$ cat config.mk
export PLATFORM = sky130hd
export DESIGN_NAME = sao_status_regs
export DESIGN_NICKNAME = d
export VERILOG_FILES = /design/src/include/sao_pkg.sv /design/src/rtl/sao_sync.sv /design/src/rtl/sao_status_regs.sv
export SDC_FILE = /design/constraint.sdc
export NUM_CORES = 1
export LEC_CHECK = 0
export ABC_AREA = 0
export BUFFER_PORTS_ARGS = -buffer_cell sky130_fd_sc_hd__buf_2
export CAP_MARGIN = 10
export CORE_MARGIN = 5
export CORE_UTILIZATION = 35
export DETAILED_ROUTE_END_ITERATION = 6
export PLACE_DENSITY_LB_ADDON = 0.05
export SLEW_MARGIN = 0
export SYNTH_ARGS = -nofsm -noshare
export SYNTH_HDL_FRONTEND = slang
export SYNTH_SLANG_ARGS = --single-unit
$ cat constraint.sdc
create_clock -name clk -period 3 [get_ports clk]
set_clock_uncertainty 0.05 [all_clocks]
set_input_delay 0.15 -clock clk [delete_from_list [all_inputs] [get_ports clk]]
set_output_delay 0.15 -clock clk [all_outputs]
set_load 0.01 [all_outputs]
$ cat src/include/sao_pkg.sv
`default_nettype none
package sao_pkg;

	localparam int REG_W = 16;

	// Alarm event field positions
	localparam int ALM_QUEUE = 4;
	localparam int ALM_ALARM_LO = 6;
	localparam int ALM_LOWER = 12;
	localparam int ALM_UPPER = 13;
	localparam logic [15:0] ALM_MASK = 16'h33D0;
	localparam logic [15:0] ALM_RESET = 16'h0000;

	// Operation field positions
	localparam int OP_CAL = 0;
	localparam int OP_SELF = 1;
	localparam int OP_SCAN = 4;
	localparam int OP_WAIT_TRIG = 5;
	localparam int OP_EXT_STORE = 7;
	localparam int OP_CFG_CHG = 8;
	localparam int OP_MEM_THR = 9;
	localparam int OP_LOCKED = 10;
	localparam int OP_SET_CHG = 11;
	localparam int OP_ERR_Q = 13;
	localparam int OP_BUSY = 14;
	localparam logic [15:0] COND_MASK = 16'h65B3;
	localparam logic [15:0] ENABLE_RESET = 16'h0000;

	typedef enum logic [2:0] {
		SAO_NOP = 3'h0,
		SAO_RD_ALARM = 3'h1,
		SAO_RD_COND = 3'h2,
		SAO_RD_ENABLE = 3'h3,
		SAO_WR_ENABLE = 3'h4,
		SAO_CLEAR_STATUS = 3'h5,
		SAO_PRESET = 3'h6,
		SAO_FACTORY_RESET = 3'h7
	} sao_cmd_t;

	typedef struct packed {
		sao_cmd_t code;
		logic [15:0] value;
	} sao_req_t;

	typedef struct packed {
		logic calibrating;
		logic self_test;
		logic scanning;
		logic awaiting_trigger_flag;
		logic external_storage_present;
		logic config_changed;
		logic locked;
		logic error_queue_nonempty;
		logic busy;
		logic mem_threshold;
		logic settings_changed;
	} sao_live_t;

	typedef struct packed {
		logic queue_nonempty;
		logic [3:0] alarm;
		logic lower_limit;
		logic upper_limit;
	} sao_alarm_t;

endpackage
`default_nettype wire

$ cat src/rtl/sao_sync.sv
`timescale 1ns/1ns
`default_nettype none
module sao_sync #(
	parameter int W = 1
) (
	// Clock and reset
	input wire logic clk,
	input wire logic rstn,
	// Data
	input wire logic [W-1:0] d,
	output logic [W-1:0] q
);
	logic [W-1:0] meta;

	// First stage feeds only the second stage
	always_ff @(posedge clk or negedge rstn) begin
		if (!rstn) begin
			meta <= '0;
			q <= '0;
		end else begin
			meta <= d;
			q <= meta;
		end
	end
endmodule // sao_sync
`default_nettype wire

$ cat src/rtl/sao_status_regs.sv
`timescale 1ns/1ns
`default_nettype none
module sao_status_regs (
	// Clock and reset
	input wire logic clk,
	input wire logic rstn,
	// Command port
	input wire logic req_valid,
	input wire sao_pkg::sao_req_t req,
	output logic rsp_valid,
	output logic [15:0] rsp_data,
	// Instrument state inputs
	input wire sao_pkg::sao_live_t live_in,
	input wire sao_pkg::sao_alarm_t alarm_in,
	// Toward status byte
	output logic summary
);
	sao_pkg::sao_live_t live_s;
	sao_pkg::sao_alarm_t alarm_s;
	logic [15:0] alarm_event_latch;
	logic [15:0] operation_condition;
	logic [15:0] operation_enable_mask;
	logic [15:0] alarm_set;
	logic [15:0] op_events;
	logic cfg_flag;
	logic rd_alarm, rd_cond, rd_enable, wr_enable, clear_status, preset, factory_reset;

	sao_sync #(.W($bits(sao_pkg::sao_live_t))) u_live_sync (
		.clk(clk),
		.rstn(rstn),
		.d(live_in),
		.q(live_s)
	);

	sao_sync #(.W($bits(sao_pkg::sao_alarm_t))) u_alarm_sync (
		.clk(clk),
		.rstn(rstn),
		.d(alarm_in),
		.q(alarm_s)
	);

	assign rd_alarm = req_valid && (req.code == sao_pkg::SAO_RD_ALARM);
	assign rd_cond = req_valid && (req.code == sao_pkg::SAO_RD_COND);
	assign rd_enable = req_valid && (req.code == sao_pkg::SAO_RD_ENABLE);
	assign wr_enable = req_valid && (req.code == sao_pkg::SAO_WR_ENABLE);
	assign clear_status = req_valid && (req.code == sao_pkg::SAO_CLEAR_STATUS);
	assign preset = req_valid && (req.code == sao_pkg::SAO_PRESET);
	assign factory_reset = req_valid && (req.code == sao_pkg::SAO_FACTORY_RESET);

	always_comb begin
		alarm_set = 16'h0000;
		alarm_set[sao_pkg::ALM_QUEUE] = alarm_s.queue_nonempty;
		alarm_set[sao_pkg::ALM_ALARM_LO +: 4] = alarm_s.alarm;
		alarm_set[sao_pkg::ALM_LOWER] = alarm_s.lower_limit;
		alarm_set[sao_pkg::ALM_UPPER] = alarm_s.upper_limit;
	end

	// sticky with read-clear
	// A source still active on the clearing cycle re-sets its bit, so no event is lost.
	always_ff @(posedge clk or negedge rstn) begin
		if (!rstn) begin
			alarm_event_latch <= sao_pkg::ALM_RESET;
		end else if (rd_alarm || clear_status) begin
			alarm_event_latch <= alarm_set & sao_pkg::ALM_MASK;
		end else begin
			alarm_event_latch <= (alarm_event_latch | alarm_set) & sao_pkg::ALM_MASK;
		end
	end

	// factory reset marks the configuration changed
	always_ff @(posedge clk or negedge rstn) begin
		if (!rstn) begin
			cfg_flag <= 1'b0;
		end else if (factory_reset) begin
			cfg_flag <= 1'b1;
		end else if (clear_status) begin
			cfg_flag <= 1'b0;
		end
	end

	// condition layout, unused bits stay zero
	always_comb begin
		operation_condition = 16'h0000;
		operation_condition[sao_pkg::OP_CAL] = live_s.calibrating;
		operation_condition[sao_pkg::OP_SELF] = live_s.self_test;
		operation_condition[sao_pkg::OP_SCAN] = live_s.scanning;
		operation_condition[sao_pkg::OP_WAIT_TRIG] = live_s.awaiting_trigger_flag;
		operation_condition[sao_pkg::OP_EXT_STORE] = live_s.external_storage_present;
		operation_condition[sao_pkg::OP_CFG_CHG] = live_s.config_changed | cfg_flag;
		operation_condition[sao_pkg::OP_LOCKED] = live_s.locked;
		operation_condition[sao_pkg::OP_ERR_Q] = live_s.error_queue_nonempty;
		operation_condition[sao_pkg::OP_BUSY] = live_s.busy;
	end

	always_comb begin
		op_events = operation_condition;
		op_events[sao_pkg::OP_MEM_THR] = live_s.mem_threshold;
		op_events[sao_pkg::OP_SET_CHG] = live_s.settings_changed;
	end

	// full 16-bit write stored as given
	always_ff @(posedge clk or negedge rstn) begin
		if (!rstn) begin
			operation_enable_mask <= sao_pkg::ENABLE_RESET;
		end else if (preset) begin
			operation_enable_mask <= sao_pkg::ENABLE_RESET;
		end else if (wr_enable) begin
			operation_enable_mask <= req.value;
		end
	end

	always_ff @(posedge clk or negedge rstn) begin
		if (!rstn) begin
			summary <= 1'b0;
		end else begin
			summary <= |(op_events & operation_enable_mask);
		end
	end

	// answer with the binary weighted value
	// condition read has no side effect
	always_ff @(posedge clk or negedge rstn) begin
		if (!rstn) begin
			rsp_valid <= 1'b0;
			rsp_data <= 16'h0000;
		end else begin
			rsp_valid <= rd_alarm || rd_cond || rd_enable;
			if (rd_alarm) begin
				rsp_data <= alarm_event_latch;
			end else if (rd_cond) begin
				rsp_data <= operation_condition;
			end else if (rd_enable) begin
				rsp_data <= operation_enable_mask;
			end
		end
	end

	chk_alarm_sticky: assert property (@(posedge clk) disable iff (!rstn)
		!(rd_alarm || clear_status) |=> ((alarm_event_latch & $past(alarm_event_latch))
		== $past(alarm_event_latch))) else $error("alarm bit lost without clear");

	// read clears when sources are quiet
	chk_alarm_read_clear: assert property (@(posedge clk) disable iff (!rstn)
		(rd_alarm && alarm_set == 16'h0000) |=> (alarm_event_latch == 16'h0000))
		else $error("alarm register not cleared by read");

	chk_alarm_reserved: assert property (@(posedge clk) disable iff (!rstn)
		((alarm_event_latch & ~sao_pkg::ALM_MASK) == 16'h0000))
		else $error("reserved alarm bit set");

	chk_alarm_read_value: assert property (@(posedge clk) disable iff (!rstn)
		rd_alarm |=> (rsp_valid && rsp_data == $past(alarm_event_latch)))
		else $error("alarm read returned wrong value");

	chk_cond_read_pure: assert property (@(posedge clk) disable iff (!rstn)
		rd_cond ##1 $stable(live_s) |-> $stable(operation_condition))
		else $error("condition read changed condition bits");

	chk_busy_bit: assert property (@(posedge clk) disable iff (!rstn)
		$rose(live_in.busy) |-> ##2 operation_condition[sao_pkg::OP_BUSY])
		else $error("busy bit not raised two cycles after input");

	chk_factory_cfg: assert property (@(posedge clk) disable iff (!rstn)
		factory_reset |=> operation_condition[sao_pkg::OP_CFG_CHG] [*1])
		else $error("factory reset did not set config changed");

	chk_cond_reserved: assert property (@(posedge clk) disable iff (!rstn)
		((operation_condition & ~sao_pkg::COND_MASK) == 16'h0000))
		else $error("unused condition bit set");

	// error queue bit tracks the pin two edges later
	chk_err_queue_bit: assert property (@(posedge clk) disable iff (!rstn)
		operation_condition[sao_pkg::OP_ERR_Q] == $past(live_in.error_queue_nonempty, 2))
		else $error("error queue bit mismatch");

	chk_preset_zero: assert property (@(posedge clk) disable iff (!rstn)
		preset |=> (operation_enable_mask == 16'h0000))
		else $error("preset left enable bits set");

	chk_enable_readback: assert property (@(posedge clk) disable iff (!rstn)
		wr_enable ##1 rd_enable |=> (rsp_valid && rsp_data == $past(req.value, 2)))
		else $error("enable readback differs from write");

	chk_summary_set: assert property (@(posedge clk) disable iff (!rstn)
		((|(operation_condition & operation_enable_mask))
		|| (live_s.mem_threshold && operation_enable_mask[sao_pkg::OP_MEM_THR])
		|| (live_s.settings_changed && operation_enable_mask[sao_pkg::OP_SET_CHG]))
		|=> summary)
		else $error("summary low with an enabled event");

	// no enabled event keeps summary low
	chk_summary_clr: assert property (@(posedge clk) disable iff (!rstn)
		!((|(operation_condition & operation_enable_mask))
		|| (live_s.mem_threshold && operation_enable_mask[sao_pkg::OP_MEM_THR])
		|| (live_s.settings_changed && operation_enable_mask[sao_pkg::OP_SET_CHG]))
		|=> !summary)
		else $error("summary high with no enabled event");

	// memory threshold gated by bit 9
	chk_mem_thr_gate: assert property (@(posedge clk) disable iff (!rstn)
		(live_s.mem_threshold && operation_enable_mask[sao_pkg::OP_MEM_THR]) |=> summary)
		else $error("memory threshold not forwarded");

	// settings changed gated by bit 11
	chk_set_chg_gate: assert property (@(posedge clk) disable iff (!rstn)
		(live_s.settings_changed && operation_enable_mask[sao_pkg::OP_SET_CHG]) |=> summary)
		else $error("settings changed not forwarded");
endmodule // sao_status_regs
`default_nettype wire

==> metrics.md <==
| Metric | Value |
|---|---|
| Cell variety after synth | 30 |
| Initial antenna violation count | 0 |
| Fin. Hold Viols | 0 |
| Final setup vio count | 0 |
| Starting Density | 0.364 |
| Critical path startpoint category | flop |
| Slowest cell on the critical path | dfrtp_1 |
| Drt wl/cell | 15.1 um |
| Post-CTS setup buffers | 0 |
| Max Freq | 779 MHz |
| DR DRC count | 0 |
| Area leader, netlist | dfrtp_1 |
| IO buf count | 57 |
| Finished Core Util | 0.471 |
| Final WL | 6.09 mm |
| Worst IR Drop VDD | 0.231 mV |
| Antenna viol nets, final | 0 |
| Seq/Total Area, Yosys | 0.687 |
| Cells along the critical path | a22o_1 > a221oi_1 > nand3_1 |
| EDFF count, synth | 0 |
| Worst slack at placement | 1.35 ns |
| Area grow syn2layout | 29.3% |
| Seq cells post-synth | 78 |
| Initial DRC count | 65 |
| Setup_tns | 0 ns |
| Worst hold path class | in -> reg |
| RSZ-0062 raised after global routing | false |
| Tcrit/Tclk final | 0.428 |
| Total Power | 2.52 mW |
| Endpoint class of the critical path | flop |
| Max stage delay on crit path | 0.42 ns |
| Crit path max fanout | 4 |
| IO Count | 58 |
| Synth async-reset ratio | 1.00 |
| Fill cells | 714 |
| Crit path max-delay family | compound AO/OA/AOI/OAI gates |
| Max Cap Viol | 0 |
| Pin slew with the least headroom to its limit | 0.947 ns |
| Clk_lat worst skew | 0.34 ns |
| Largest cells by area after synthesis | dfrtp_1 69%, nand2b_1 4.0%, o21ai_0 3.7%, mux2i_1 2.1%, nand2_1 2.1% |
| Vias in the first global route | 1,978 |
| Outcome | finished clean |
| Grt ovf | 0 |
| Largest net degree at the start of global routing | 79 |
| Layout cells sized above 1 | 0.257 |
| Root Driver | clkbuf_8 |
| Final net count | 335 |
| Leakage | 1.68 nW |
| Total CTS buffers | 9 |
| Die ar. | 0.0100 mm2 |
| Worst path required time | 3.16 ns |
| Finished Layout Cells | 402 |
| Top cells by count, synth | 78 x dfrtp_1, 21 x o21ai_0, 18 x nand2b_1 |
| Vias | 1,903 |
| Final worst setup slack | 1.72 ns |
| Die height | 100 um |
| Post-DP HPWL | 3.90 mm |
| Mapped Nets | 257 |
| Clk slew on worst S/H paths | 0.08 ns |
| CTS tree | built |
| Final GP Congestion | 0.706 |
| Critical Path AT | 1.45 ns |
| FP Rows | 32 |
| Post-CTS resize count | 0 |
| Number of hold buffers added after cts | 21 |
| Sink Count | 78 |
| TritonRoute pass-1 iters | 4 |
| Synth Instances | 217 |
| Post-Syn Area | 0.00284 mm2 |
| Core area | 0.00781 mm2 |
| Flop-to-flop setup slack | 1.72 ns |
| Slew headroom | 0.369 |
| H-tree levels | 3 |
| First-pass GRT wire length | 10.3 mm |
| Most frequent cell after synthesis | dfrtp_1 |
| YS warnings | 0 |
| Total global-route track usage | 0.134 |
| Final critical-path required period | 1.28 ns |
| Buf/Inv on CP | 0 |
| Clock Tree Buf Depth | 2 |
| Slew Limit Fails | 0 |
| Power Density | 686 mW/mm2 |
| Post-DR vias/cell | 4.73 |
| Ys flop type | dfrtp_1 |
| Die width | 100 um |
| DP Cell Count | 365 |
| Ant diodes | 0 |
| CP Class | reg -> reg |
| Share of the synthesized area in the top cell type | 0.687 |
| Syn Area/Cell | 13.1 um2 |
## per-stage QoR
stage	hold slack, ns	instance area (um2)
after floorplan	-0.196	2840
after global placement	0.208	3200
after detailed placement	0.209	3200
after CTS	0.000637	3670
after global routing	0.0130	3670
final	0.0146	3670
## layout by cell type, fill, tap and decap left out, types with 5 or more instances in the layout
cell / n
dfrtp_1: 78
mux2i_1: 6
nand2b_1: 18
dlygate4sd3_1: 21
clkbuf_8: 9
a22oi_1: 5
a22o_1: 6
buf_2: 56
a21o_1: 7
nand2_1: 16
o21ai_0: 21
nor2b_1: 7
a31oi_1: 5
## per-layer routing
| metal | global-route usage | routed length (um) |
|---|---|---|
| met2 | 0.195 | 2730 |
| met3 | 0.0299 | 328 |
| met5 | 0 | 0 |
| met1 | 0.188 | 2940 |
| met4 | 0.0653 | 83 |
## worst register-to-register path, stage by stage (launching register included)
cell      delay, ns
dfrtp_1        0.42
a22o_1         0.26
a221oi_1       0.31
nand3_1        0.13
## report_power, final
part	switching (mW)	leakage (nW)	internal, mW
Clock	0.371	0.130	0.637
Sequential	0.0648	0.932	1.15
Combinational	0.144	0.615	0.149
Total	0.580	1.68	1.94
## sequential cells by signal, summed over array words and instances (netlist names)
name,flops
alarm_event_latch,7
cfg_flag,1
summary,1
u_alarm_sync.meta,7
operation_enable_mask,16
rsp_valid,1
u_live_sync.q,11
u_live_sync.meta,11
u_alarm_sync.q,7
rsp_data,16
## cell type report
cell class                 count  area, um2  share of cell area
sequential                    78       1950               0.531
multi-input combinational    122        805               0.219
timing repair buffer          80        513               0.140
clock inverter                 6        134              0.0364
clock buffer                  10        128              0.0347
tap                          102        128              0.0347
inverter                       4       15.0             0.00409
## path summary, 6_finish.rpt
path	startpoint	to	cells past startpoint
max in group asynchronous	rstn	rsp_data[8]	2
worst min register to register	u_alarm_sync.meta[5]	u_alarm_sync.q[5]	0
min in group asynchronous	rstn	operation_enable_mask[10]	2
worst min-delay path	req[5]	operation_enable_mask[5]	3
worst max-delay path	operation_enable_mask[13]	summary	3
worst max register to register	operation_enable_mask[13]	summary	3
## logic make-up after synthesis
| group | synth area share |
|---|---|
| AND/OR/NAND/NOR | 0.0930 |
| buffers and inverters | 0.0295 |
| multiplexers | 0.0251 |
| AO/OA/AOI/OAI | 0.165 |
| flip-flops | 0.687 |
Note: power is estimated with default switching activity, not from simulation.
